<file path="config.mk">
export PLATFORM = sky130hd
export DESIGN_NAME = dqc_card_flat
export DESIGN_NICKNAME = d
export VERILOG_FILES = /design/src/hw/dqc_pkg.sv /design/src/hw/dqc_io_if.sv /design/src/hw/dqc_card.sv /design/src/flat_wrapper.sv
export SDC_FILE = /design/constraint.sdc
export NUM_CORES = 1
export LEC_CHECK = 0
export ABC_AREA = 1
export BUFFER_PORTS_ARGS = -buffer_cell sky130_fd_sc_hd__buf_2
export CORE_MARGIN = 2
export CORE_UTILIZATION = 55
export DETAILED_ROUTE_END_ITERATION = 8
export GPL_ROUTABILITY_DRIVEN = 0
export PLACE_DENSITY = 0.71
export SYNTH_ARGS = -nofsm -noshare
export SYNTH_HDL_FRONTEND = slang
export SYNTH_SLANG_ARGS = --single-unit
</file>
<file path="constraint.sdc">
create_clock -name CORE_CLK -period 3 [get_ports CORE_CLK]
set_clock_uncertainty 0.05 [all_clocks]
set_input_delay 0.45 -clock CORE_CLK [delete_from_list [all_inputs] [get_ports CORE_CLK]]
set_output_delay 0.45 -clock CORE_CLK [all_outputs]
set_load 0.005 [all_outputs]
</file>
<file path="src/hw/dqc_pkg.sv">
// Shared constants and types for the acquisition card register port
package dqc_pkg;
    localparam int DATA_W = 32;
    localparam int ADDR_W = 8;
    localparam int BYTE_W = 8;
    localparam int SAMPLE_W = 12;
    localparam int CHAN_W = 4;
    localparam int TIMER_CNT = 3;
    localparam int FIFO_DEPTH = 16;
    localparam int FIFO_AW = 4;
    // Register offsets (byte offsets from the card base)
    localparam logic [ADDR_W-1:0] OFF_BRIDGE_ACTIVATE = 8'h00;
    localparam logic [ADDR_W-1:0] OFF_BRIDGE_SETUP = 8'h02;
    localparam logic [ADDR_W-1:0] OFF_IRQ_MASK = 8'h05;
    localparam logic [ADDR_W-1:0] OFF_SAMPLE_LOW = 8'hC0;
    localparam logic [ADDR_W-1:0] OFF_SAMPLE_HIGH = 8'hC4;
    localparam logic [ADDR_W-1:0] OFF_ISO_IN = 8'hD8;
    localparam logic [ADDR_W-1:0] OFF_ISO_OUT = 8'hDC;
    localparam logic [ADDR_W-1:0] OFF_TIMER_BASE = 8'hE0;
    // Controller registers of the host end
    localparam logic [ADDR_W-1:0] OFF_CTL_CMD = 8'h00;
    localparam logic [ADDR_W-1:0] OFF_CTL_ADDR = 8'h04;
    localparam logic [ADDR_W-1:0] OFF_CTL_WDATA = 8'h08;
    localparam logic [ADDR_W-1:0] OFF_CTL_RDATA = 8'h0C;
    localparam logic [ADDR_W-1:0] OFF_CTL_STATUS = 8'h10;
    localparam logic [ADDR_W-1:0] OFF_CTL_IRQ_EN = 8'h14;
    localparam logic [ADDR_W-1:0] OFF_CTL_IRQ_CLR = 8'h18;
    // Field values
    localparam int ACTIVATE_BIT = 0;
    localparam logic [BYTE_W-1:0] SETUP_VALUE = 8'h00;
    localparam logic [BYTE_W-1:0] IRQ_MASK_ON = 8'h10;
    localparam logic [BYTE_W-1:0] IRQ_MASK_OFF = 8'h00;
    localparam int CMD_WRITE_BIT = 0;
    localparam int CMD_READ_BIT = 1;
    localparam int CMD_BYTE_BIT = 2;
    localparam int ST_DONE = 0;
    localparam int ST_IRQ_LEVEL = 1;
    localparam int ST_BUSY = 2;
    localparam int NUM_EVENTS = 2;
    typedef enum logic [1:0] {SIZE_BYTE, SIZE_WORD} dqc_size_t;
endpackage : dqc_pkg

</file>
<file path="src/hw/dqc_io_if.sv">
// Host I/O link between controller and acquisition card
`timescale 1ns/1ps
interface dqc_io_if;
    import dqc_pkg::*;
    logic io_wr;
    logic io_rd;
    logic [ADDR_W-1:0] io_addr;
    logic [DATA_W-1:0] io_wdata;
    logic [3:0] io_be;
    logic [DATA_W-1:0] io_rdata;
    logic inta_n;
    modport card (input io_wr, io_rd, io_addr, io_wdata, io_be, output io_rdata, inta_n);
    modport host (output io_wr, io_rd, io_addr, io_wdata, io_be, input io_rdata, inta_n);
endinterface : dqc_io_if

</file>
<file path="src/hw/dqc_card.sv">
// Acquisition card register port: activation, IRQ mask, digital I/O, sample FIFO
// Overview of operation
// Three timers; channels one, two pace conversions
// Timer zero free, pins to user header
// Registers 32-bit, only low byte meaningful
// Host uses only 32-bit or 8-bit accesses
// Card inactive until activate bit written one; input register still reads while inactive
// Host writes zero to setup register first
// Mask value 10h enables interrupt line
// Input register returns eight isolated levels
// Output register writable, readable, drives outputs
// Each conversion result enters sample FIFO; code takes none while the card is inactive or the FIFO is full
// No DMA; host reads every entry
// Sample read as low, high-plus-channel bytes
// Card number one to four from jumper
// Upper bits read zero, writes ignored
//
// Strobed register access was chosen for this implementation.
`timescale 1ns/1ps
module dqc_card #(
    parameter int DEPTH = dqc_pkg::FIFO_DEPTH
) (
    input wire logic CORE_CLK,
    input wire logic RESET_N,
    dqc_io_if.card IO,
    input wire logic [dqc_pkg::BYTE_W-1:0] ISO_IN_BIT,
    output logic [dqc_pkg::BYTE_W-1:0] ISO_OUT_BIT,
    input wire logic [1:0] CARD_NUMBER_JUMPER,
    output logic [2:0] CARD_NUMBER,
    input wire logic SAMPLE_VALID,
    input wire logic [dqc_pkg::SAMPLE_W-1:0] SAMPLE_DATA,
    input wire logic [dqc_pkg::CHAN_W-1:0] SAMPLE_CHAN,
    output logic SAMPLE_READY,
    output logic CONV_TRIGGER,
    input wire logic [dqc_pkg::TIMER_CNT-1:0] TIMER_OUT,
    input wire logic USER_TIMER_CLK,
    input wire logic USER_TIMER_GATE,
    output logic USER_TIMER_OUT,
    output logic USER_TIMER_CLK_SYNC,
    output logic USER_TIMER_GATE_SYNC,
    output logic ACTIVE,
    output logic INT_PENDING
);
    import dqc_pkg::*;

    logic active_reg;
    logic setup_done_reg;
    logic irq_en_reg;
    logic [BYTE_W-1:0] out_reg;
    logic [BYTE_W-1:0] in_s1_reg, in_s2_reg;
    logic [1:0] jp_s1_reg, jp_s2_reg;
    logic [2:0] card_num_reg;
    logic [1:0] uclk_s1_reg, uclk_s2_reg;
    logic [TIMER_CNT-1:0] tmr_s1_reg, tmr_s2_reg, tmr_s3_reg;
    logic trig_reg;
    logic uout_reg;
    logic [DATA_W-1:0] rdata_reg;
    logic inta_n_reg;
    logic [SAMPLE_W+CHAN_W-1:0] mem [DEPTH];
    logic [FIFO_AW-1:0] wp_reg, rp_reg;
    logic [FIFO_AW:0] cnt_reg;
    logic hi_pending_reg;
    logic ready_reg;
    logic [SAMPLE_W+CHAN_W-1:0] hold_reg;

    // Address decode; only the low byte lane carries data
    wire wr_low = IO.io_wr && IO.io_be[0];
    wire wr_act = wr_low && IO.io_addr == OFF_BRIDGE_ACTIVATE;
    wire wr_setup = wr_low && IO.io_addr == OFF_BRIDGE_SETUP;
    wire wr_mask = IO.io_wr && IO.io_addr == OFF_IRQ_MASK;
    wire wr_out = wr_low && IO.io_addr == OFF_ISO_OUT && active_reg;
    wire [BYTE_W-1:0] wbyte = IO.io_wdata[BYTE_W-1:0];
    wire [BYTE_W-1:0] mask_byte = IO.io_wdata[BYTE_W-1:0];
    wire rd_low = IO.io_rd && IO.io_addr == OFF_SAMPLE_LOW && active_reg;
    wire rd_high = IO.io_rd && IO.io_addr == OFF_SAMPLE_HIGH && active_reg;
    wire fifo_empty = cnt_reg == '0;
    wire fifo_full = cnt_reg == (FIFO_AW+1)'(DEPTH);
    wire push = SAMPLE_VALID && !fifo_full && active_reg;
    wire pop = rd_low && !fifo_empty;
    wire [SAMPLE_W+CHAN_W-1:0] head = mem[rp_reg];
    wire [SAMPLE_W+CHAN_W-1:0] push_word = {SAMPLE_CHAN, SAMPLE_DATA};
    wire [FIFO_AW:0] cnt_next = cnt_reg + (FIFO_AW+1)'(push) - (FIFO_AW+1)'(pop);
    wire [2:0] card_num_next = 3'({1'b0, jp_s2_reg}) + 3'h1;
    wire tmr_rise = |(tmr_s2_reg[2:1] & ~tmr_s3_reg[2:1]);

    // Read mux; upper 24 bits always zero, card data except the input register hidden while inactive
    logic [BYTE_W-1:0] rd_byte;
    always_comb begin
        rd_byte = '0;
        case (IO.io_addr)
            OFF_SAMPLE_LOW: rd_byte = active_reg ? head[BYTE_W-1:0] : '0;
            OFF_SAMPLE_HIGH: rd_byte = active_reg ? {hold_reg[SAMPLE_W+CHAN_W-1:SAMPLE_W],
                hold_reg[SAMPLE_W-1:BYTE_W]} : '0;
            OFF_ISO_IN: rd_byte = in_s2_reg;
            OFF_ISO_OUT: rd_byte = active_reg ? out_reg : '0;
            default: rd_byte = '0;
        endcase
    end
    wire [DATA_W-1:0] rdata_next = {{(DATA_W-BYTE_W){1'b0}}, rd_byte};

    // Bridge control registers
    always_ff @(posedge CORE_CLK or negedge RESET_N) begin
        if (!RESET_N) begin
            active_reg <= 1'b0;
            setup_done_reg <= 1'b0;
            irq_en_reg <= 1'b0;
        end else begin
            if (wr_act) begin
                active_reg <= wbyte[ACTIVATE_BIT];
            end
            if (wr_setup && wbyte == SETUP_VALUE) begin
                setup_done_reg <= 1'b1;
            end
            if (wr_mask) begin
                irq_en_reg <= mask_byte == IRQ_MASK_ON;
            end
        end
    end

    // Digital output latch
    always_ff @(posedge CORE_CLK or negedge RESET_N) begin
        if (!RESET_N) begin
            out_reg <= '0;
        end else if (wr_out) begin
            out_reg <= wbyte;
        end
    end

    // Synchronisers for pins
    always_ff @(posedge CORE_CLK or negedge RESET_N) begin
        if (!RESET_N) begin
            in_s1_reg <= '0;
            in_s2_reg <= '0;
            jp_s1_reg <= '0;
            jp_s2_reg <= '0;
            uclk_s1_reg <= '0;
            uclk_s2_reg <= '0;
            tmr_s1_reg <= '0;
            tmr_s2_reg <= '0;
            tmr_s3_reg <= '0;
        end else begin
            in_s1_reg <= ISO_IN_BIT;
            in_s2_reg <= in_s1_reg;
            jp_s1_reg <= CARD_NUMBER_JUMPER;
            jp_s2_reg <= jp_s1_reg;
            uclk_s1_reg <= {USER_TIMER_GATE, USER_TIMER_CLK};
            uclk_s2_reg <= uclk_s1_reg;
            tmr_s1_reg <= TIMER_OUT;
            tmr_s2_reg <= tmr_s1_reg;
            tmr_s3_reg <= tmr_s2_reg;
        end
    end

    // Card number, conversion pacing, user timer pass-through
    always_ff @(posedge CORE_CLK or negedge RESET_N) begin
        if (!RESET_N) begin
            card_num_reg <= 3'h1;
            trig_reg <= 1'b0;
            uout_reg <= 1'b0;
        end else begin
            card_num_reg <= card_num_next;
            trig_reg <= tmr_rise && active_reg;
            uout_reg <= tmr_s2_reg[0];
        end
    end

    // Sample FIFO storage
    always_ff @(posedge CORE_CLK) begin
        if (push) begin
            mem[wp_reg] <= push_word;
        end
    end

    // FIFO pointers; reading the low byte pops and holds the high byte
    always_ff @(posedge CORE_CLK or negedge RESET_N) begin
        if (!RESET_N) begin
            wp_reg <= '0;
            rp_reg <= '0;
            cnt_reg <= '0;
            hold_reg <= '0;
            hi_pending_reg <= 1'b0;
            ready_reg <= 1'b1;
        end else begin
            if (push) begin
                wp_reg <= wp_reg + FIFO_AW'(1);
            end
            if (pop) begin
                rp_reg <= rp_reg + FIFO_AW'(1);
                hold_reg <= head;
                hi_pending_reg <= 1'b1;
            end else if (rd_high) begin
                hi_pending_reg <= 1'b0;
            end
            cnt_reg <= cnt_next;
            ready_reg <= cnt_next != (FIFO_AW+1)'(DEPTH);
        end
    end

    // Read data and interrupt line
    always_ff @(posedge CORE_CLK or negedge RESET_N) begin
        if (!RESET_N) begin
            rdata_reg <= '0;
            inta_n_reg <= 1'b1;
        end else begin
            rdata_reg <= IO.io_rd ? rdata_next : '0;
            inta_n_reg <= !(irq_en_reg && active_reg && !fifo_empty);
        end
    end

    assign IO.io_rdata = rdata_reg;
    assign IO.inta_n = inta_n_reg;
    assign ISO_OUT_BIT = out_reg;
    assign CARD_NUMBER = card_num_reg;
    assign CONV_TRIGGER = trig_reg;
    assign USER_TIMER_OUT = uout_reg;
    assign USER_TIMER_CLK_SYNC = uclk_s2_reg[0];
    assign USER_TIMER_GATE_SYNC = uclk_s2_reg[1];
    assign ACTIVE = active_reg;
    assign INT_PENDING = !inta_n_reg;
    assign SAMPLE_READY = ready_reg;
endmodule : dqc_card

</file>
<file path="src/flat_wrapper.sv">
// flat-port wrapper written by rule: the top's interface ports become plain ports
module dqc_card_flat import dqc_pkg::*;
#(
    parameter int DEPTH = dqc_pkg::FIFO_DEPTH
)
  (CORE_CLK, RESET_N, ISO_IN_BIT, ISO_OUT_BIT, CARD_NUMBER_JUMPER, CARD_NUMBER, SAMPLE_VALID, SAMPLE_DATA, SAMPLE_CHAN, SAMPLE_READY, CONV_TRIGGER, TIMER_OUT, USER_TIMER_CLK, USER_TIMER_GATE, USER_TIMER_OUT, USER_TIMER_CLK_SYNC, USER_TIMER_GATE_SYNC, ACTIVE, INT_PENDING, IO_io_wr, IO_io_rd, IO_io_addr, IO_io_wdata, IO_io_be, IO_io_rdata, IO_inta_n);
  dqc_io_if IO_i ();
  input wire logic CORE_CLK;
  input wire logic RESET_N;
  input wire logic [dqc_pkg::BYTE_W-1:0] ISO_IN_BIT;
  output logic [dqc_pkg::BYTE_W-1:0] ISO_OUT_BIT;
  input wire logic [1:0] CARD_NUMBER_JUMPER;
  output logic [2:0] CARD_NUMBER;
  input wire logic SAMPLE_VALID;
  input wire logic [dqc_pkg::SAMPLE_W-1:0] SAMPLE_DATA;
  input wire logic [dqc_pkg::CHAN_W-1:0] SAMPLE_CHAN;
  output logic SAMPLE_READY;
  output logic CONV_TRIGGER;
  input wire logic [dqc_pkg::TIMER_CNT-1:0] TIMER_OUT;
  input wire logic USER_TIMER_CLK;
  input wire logic USER_TIMER_GATE;
  output logic USER_TIMER_OUT;
  output logic USER_TIMER_CLK_SYNC;
  output logic USER_TIMER_GATE_SYNC;
  output logic ACTIVE;
  output logic INT_PENDING;
  input wire logic [$bits(IO_i.io_wr)-1:0] IO_io_wr;
  input wire logic [$bits(IO_i.io_rd)-1:0] IO_io_rd;
  input wire logic [$bits(IO_i.io_addr)-1:0] IO_io_addr;
  input wire logic [$bits(IO_i.io_wdata)-1:0] IO_io_wdata;
  input wire logic [$bits(IO_i.io_be)-1:0] IO_io_be;
  output wire logic [$bits(IO_i.io_rdata)-1:0] IO_io_rdata;
  output wire logic [$bits(IO_i.inta_n)-1:0] IO_inta_n;
  assign IO_i.io_wr = IO_io_wr;
  assign IO_i.io_rd = IO_io_rd;
  assign IO_i.io_addr = IO_io_addr;
  assign IO_i.io_wdata = IO_io_wdata;
  assign IO_i.io_be = IO_io_be;
  assign IO_io_rdata = IO_i.io_rdata;
  assign IO_inta_n = IO_i.inta_n;
  dqc_card #(.DEPTH(DEPTH)) u_core (.CORE_CLK(CORE_CLK), .RESET_N(RESET_N), .IO(IO_i), .ISO_IN_BIT(ISO_IN_BIT), .ISO_OUT_BIT(ISO_OUT_BIT), .CARD_NUMBER_JUMPER(CARD_NUMBER_JUMPER), .CARD_NUMBER(CARD_NUMBER), .SAMPLE_VALID(SAMPLE_VALID), .SAMPLE_DATA(SAMPLE_DATA), .SAMPLE_CHAN(SAMPLE_CHAN), .SAMPLE_READY(SAMPLE_READY), .CONV_TRIGGER(CONV_TRIGGER), .TIMER_OUT(TIMER_OUT), .USER_TIMER_CLK(USER_TIMER_CLK), .USER_TIMER_GATE(USER_TIMER_GATE), .USER_TIMER_OUT(USER_TIMER_OUT), .USER_TIMER_CLK_SYNC(USER_TIMER_CLK_SYNC), .USER_TIMER_GATE_SYNC(USER_TIMER_GATE_SYNC), .ACTIVE(ACTIVE), .INT_PENDING(INT_PENDING));
endmodule
</file>
-- Yosys cells after proc, flatten, opt, wreduce, memory -nomap -nowiden
Memories as Yosys holds them, arrays and structs flattened.
Index checks and enable logic that the tools add are counted.
- bits in registers: 111
- bits in latches: 0
- RAM bits: 256
- bits in read-only memories: 0
- output and inout bits: 51
- logic and storage cells: 65
- memories: 1
- memories (name ; depth ; width ; rd ports ; clocked after memory_dff ; write ports ; RTL line ; RTL):
    u_core.mem ; 16 ; 16 ; 1 ; 0 ; 1 ; dqc_card.sv:59 ; logic [SAMPLE_W+CHAN_W-1:0] mem [DEPTH];
- add/subtract/negate cells: 5
- multipliers: 0
- divide/modulo/power cells: 0
- $lt $le $gt $ge: 0
- eq/ne operators: 8
- shift-type cells: 0
- muxes and demuxes: 7
- bitwise logic cells: 2
- reduce and logical (&&, ||, !) cells: 20
- operators by type and width (kind ; number):
    $eq A8 B8 Y1 const B ; 4
    $mux W8 ; 4
    $pmux W8 S4 ; 1
    $logic_and A1 B1 Y1 ; 13
    $add A4 B1 Y4 const B ; 2
    $eq A8 B3 Y1 const B ; 1
    $eq A8 B5 Y1 const B ; 1
    $logic_not A8 Y1 ; 1
    $add A5 B1 Y5 ; 1
    $eq A5 B5 Y1 const B ; 1
    $logic_not A5 Y1 ; 1
    $ne A5 B5 Y1 const B ; 1
    $sub A5 B1 Y5 ; 1
    $logic_not A1 Y1 ; 4
    $add A2 B1 Y3 const B ; 1
    $and A2 B2 Y2 ; 1
    $mux W1 ; 2
    $not A2 Y2 ; 1
    $reduce_or A2 Y1 ; 1

-- Longest topological paths before layout
- depth in word-level cells: 7
- gate-level depth with buffers: 15

-- Worst setup path after synthesis
Ideal clock, no wire load.
- path kind: input port to flip-flop
- start: input IO_io_addr[5]
- end: register u_core.ready_reg, in the netlist u_core.SAMPLE_READY
- library setup time: 86 ps
- arrival: 2600 ps
- data required time: 2864 ps
- setup slack: 264 ps
- stages: 15
- buffers on the path: 1
- path through: inv_1 nand4_1 nor2_4 nand2_1 nor2_2 buf_2 ha_1 inv_1 ha_1 fa_1 a21oi_1 nor2_1 nor2_1 xor2_1 nand2_1
- longest elaborated chain between the ends: 6
- RTL lines (element ; RTL line ; RTL):
    start: declaration ; flat_wrapper.sv:29 ; input wire logic [$bits(IO_i.io_addr)-1:0] IO_io_addr;
    $eq A8 B8 Y1 ; dqc_card.sv:74 ; wire rd_low = IO.io_rd && IO.io_addr == OFF_SAMPLE_LOW && active_reg;
    $logic_and A1 B1 Y1 (2 in a row) ; dqc_card.sv:74 ;
    $logic_and A1 B1 Y1 ; dqc_card.sv:79 ; wire pop = rd_low && !fifo_empty;
    via u_core.pop ; dqc_card.sv:79 ;
    $sub A5 B1 Y5 ; dqc_card.sv:82 ; wire [FIFO_AW:0] cnt_next = cnt_reg + (FIFO_AW+1)'(push) - (FIFO_AW+1)'(pop);
    via u_core.cnt_next[4] ; dqc_card.sv:82 ;
    $ne A5 B5 Y1 ; dqc_card.sv:195 ; ready_reg <= cnt_next != (FIFO_AW+1)'(DEPTH);
    end signal: assignment ; dqc_card.sv:195 ;
    end: declaration ; dqc_card.sv:63 ; logic ready_reg;
The timed path passes the listed nets, and every way through them passes these cells.
A chain may end at the register's enable or synchronous reset.

-- Worst setup path in the final report
- start: register u_core.cnt_reg[2]
- end: register u_core.ready_reg, in the netlist u_core.SAMPLE_READY
- longest elaborated chain between the ends: 7
- elaborated cells between the ends (all ways): 10
- RTL lines (element ; RTL line ; RTL):
    start: declaration ; dqc_card.sv:61 ; logic [FIFO_AW:0] cnt_reg;
    start signal: assignment ; dqc_card.sv:194 ; cnt_reg <= cnt_next;
    $eq A5 B5 Y1 ; dqc_card.sv:77 ; wire fifo_full = cnt_reg == (FIFO_AW+1)'(DEPTH);
    $logic_not A1 Y1 ; dqc_card.sv:78 ; wire push = SAMPLE_VALID && !fifo_full && active_reg;
    $logic_and A1 B1 Y1 (2 in a row) ; dqc_card.sv:78 ;
    $add A5 B1 Y5 ; dqc_card.sv:82 ;
    $sub A5 B1 Y5 (*) ; dqc_card.sv:82 ;
    via u_core.cnt_next[4] ; dqc_card.sv:82 ;
    $ne A5 B5 Y1 (*) ; dqc_card.sv:195 ;
The timed path passes the listed nets; every way through them passes the cells marked *.

==> impl_results.md <==
- Sink Count: 334
- Drt wl/cell: 19.6 µm
- CP max-delay cell: fa_1
- Synth top area cells: edfxtp_1 (57%), dfrtp_1 (14%), nand2_1 (5.9%)
- Synth area leader: edfxtp_1
- Flops & latches, synth: between 300 and 400
- Relative max-transition margin: a little over two fifths
- Post-Synthesis Cells: 1115
- Final Util: around 65%
- Crit path max fanout: 2
- Register area: between 9000 and 10000 µm²
- Yosys warns: 0
- Crit path DAT: between 2 and 3 ns
- H-tree depth: 2
- Die area: roughly 26000 µm²
- Fill count: approximately 1800
- Clk slew on worst S/H paths: 0.06 ns
- Unrepaired setup endpoints after global routing: false
- Die Y-Extent: ~160 µm
- Final setup violation count: 0
- Pre-antenna DRT Iters: 5
- Initial antenna violation count: 1
- Leakage power: approximately 6.1 nW
- Final Hold Fails: 0
- Gr usage total: 24.7%
- Area Overhead vs Synth: 15.9%
- Outcome: finished, final reports clean
- CTS max path bufs: 3
- Num CTS Buffers: 36
- Final min period: 2.58 ns
- Via-to-Cell Ratio: ~5.6
- Critical Path Most Common Cell: ha_1
- Largest register FFs: between 200 and 300
- Slew @ Worst Pin: ~0.86 ns
- Root buf cell: clkbuf_16
- Area of the multi-input gates: around 3300 µm²
- Antenna-violating nets left: 0
- Asr flop ratio synth: 23.4%
- Final WL: 31.1 mm
- TritonCTS clock tree: yes
- Sum Neg Setup Slack: 0 ns
- Top reg by flops: u_core.mem
- Syn avg cell area: 12.1 µm²
- Max-slew violation count: 0
- Remaining routing DRC violations: 0
- IR drop worst, VDD: about 0.6 mV
- Ant. Diodes: 0
- Port-buffer cells: 79
- Period Utilization, post-route: 86.0%
- Vias in the first global route: 8592
- I/O pin count: 131
- Hold path cells: 2
- Core Box Area: between 20000 and 25000 µm²
- Initial Util: a little under three fifths
- Kind of critical path: flop to flop
- # Max-Cap Violations: 0
- Slowest stage delay, CP: approximately 0.44 ns
- Die W: ~160 µm
- Number of cells upsized or downsized after cts: 0
- Hold Path Class: primary input to flop
- Via count: between 8000 and 9000
- Post-synthesis cell area: ~13000 µm²
- Commonest non-fill, non-tap cells in the layout: edfxtp_1 (256), nand2_1 (213), nand3_1 (146)
- EDFF count, synth: 256
- First-pass GRT wire length: just under 50 mm
- Clk_lat worst skew: slightly above 0.5 ns
- CP Launch Type: flop
- Initial DRC Count: around 970
- Rows: 57
- Synth unique cells: 40
- Post-DP HPWL: between 15 and 20 mm
- Worst Setup End Kind: flop
- Area share of the largest cell type after synthesis: 57.1%
- Share of cells above drive strength 1: 16.2%
- Sequential fraction of the synthesis area: 71.6%
- Cells along the critical path: inv_1, ha_1, nand4_1, nand2_1, nor2_2, ha_1, inv_1, ha_1, fa_1, a21oi_1, nor2_1, nor2_1, xor2_1, nand2_1
- P per Cell Area: 635 nW/µm²
- Post-synth top flop: edfxtp_1
- Largest net degree at the start of global routing: between 100 and 150
- Leading cell type in the layout, fill and taps excluded: edfxtp_1
- Nets: 1327
- Peak Freq: between 300 and 400 MHz
- Global route total overflow: 0
- CP Data Required Time: 3.38 ns
- Reg2reg path depth: 14
## worst max-delay path, delay by kind of cell, from the launching register on
kind	cells	cell delay, ns
adder cells (fa/ha/maj)	4	1.07
AND/OR/NAND/NOR	6	0.52
flip-flops	1	0.38
XOR/XNOR	1	0.20
AO/OA/AOI/OAI	1	0.16
buffers and inverters	2	0.12
## worst paths after layout
path	endpoint	start	slack (ns)
setup / recovery	u_core.SAMPLE_READY	u_core.cnt_reg[2]	0.42
min in group asynchronous	u_core.jp_s1_reg[1]	RESET_N	0.49
max in group asynchronous	u_core.rp_reg[1]	RESET_N	1.72
setup reg to reg	u_core.SAMPLE_READY	u_core.cnt_reg[2]	0.42
hold reg to reg	u_core.uclk_s2_reg[1]	u_core.uclk_s1_reg[1]	0.30
hold / removal	u_core.ISO_OUT_BIT[4]	IO_io_wdata[4]	0.14
## cells by family (layout without fill, tap and decap cells)
family,after synthesis,after routing,synth area share (%)
other cells,1,24,0.0278
simple gates,498,498,15.9
fa+ha+maj,13,13,1.26
flops,334,334,71.6
buf+inv,134,258,5.13
mux,1,1,0.111
compound gates,124,124,5.36
xor+xnor,10,10,0.650
## cell usage after synthesis (7+ instances only)
| master | count |
|---|---|
| buf_2 | 17 |
| nand3_1 | 146 |
| xor2_1 | 10 |
| dfrtp_1 | 75 |
| a31oi_1 | 9 |
| buf_1 | 9 |
| nand2_1 | 213 |
| clkbuf_1 | 13 |
| edfxtp_1 | 256 |
| nand4_1 | 7 |
| buf_4 | 38 |
| o21ai_0 | 69 |
| o21ai_1 | 7 |
| nor2_1 | 118 |
| ha_1 | 12 |
| inv_1 | 48 |
| o211ai_1 | 27 |
## power breakdown
group / switching (W) / total (W) / leakage (nW) / internal [W]
logic: 0.000381 / 0.000570 / 2.32 / 0.000188
registers: 0.0000632 / 0.00516 / 3.26 / 0.00510
clock network: 0.00171 / 0.00419 / 0.547 / 0.00248
total: 0.00215 / 0.00992 / 6.12 / 0.00777
## area by class of cell
| type | instances | area share [%] |
|---|---|---|
| multi-input combinational | 670 | 20.9 |
| inverter | 54 | 1.31 |
| timing repair buffer | 138 | 6.20 |
| sequential | 334 | 61.8 |
| clock inverter | 15 | 0.842 |
| tap | 324 | 2.60 |
| clock buffer | 51 | 6.33 |
## routing by layer
metal	vias to the layer above	wire (µm)	GRT usage [%]
li1	4095	-	-
met1	4256	12500	34.1
met2	404	14900	39.2
met3	75	2720	5.17
met4	2	956	9.34
met5	-	13	0
## through the flow
step                total power (W)  instance area, µm²  setup WS, ns  std cells  hold slack, ns
global placement            0.00576               14300         0.335       1504           0.282
global route                 0.0102               15600         0.246       1586           0.145
detailed placement          0.00578               14300         0.293       1504           0.286
floorplan                   0.00558               13600         0.264       1138           0.104
CTS                         0.00997               15600         0.429       1586           0.126
finish                      0.00992               15600         0.421       1586           0.145
## what timing repair did
| item | 4_1_cts | 5_1_grt |
|---|---|---|
| buffers inserted | 0 | 0 |
| endpoints found under the hold margin | 64 | 0 |
| hold buffers | 16 | 0 |
Note: power is estimated with default switching activity, not from simulation.
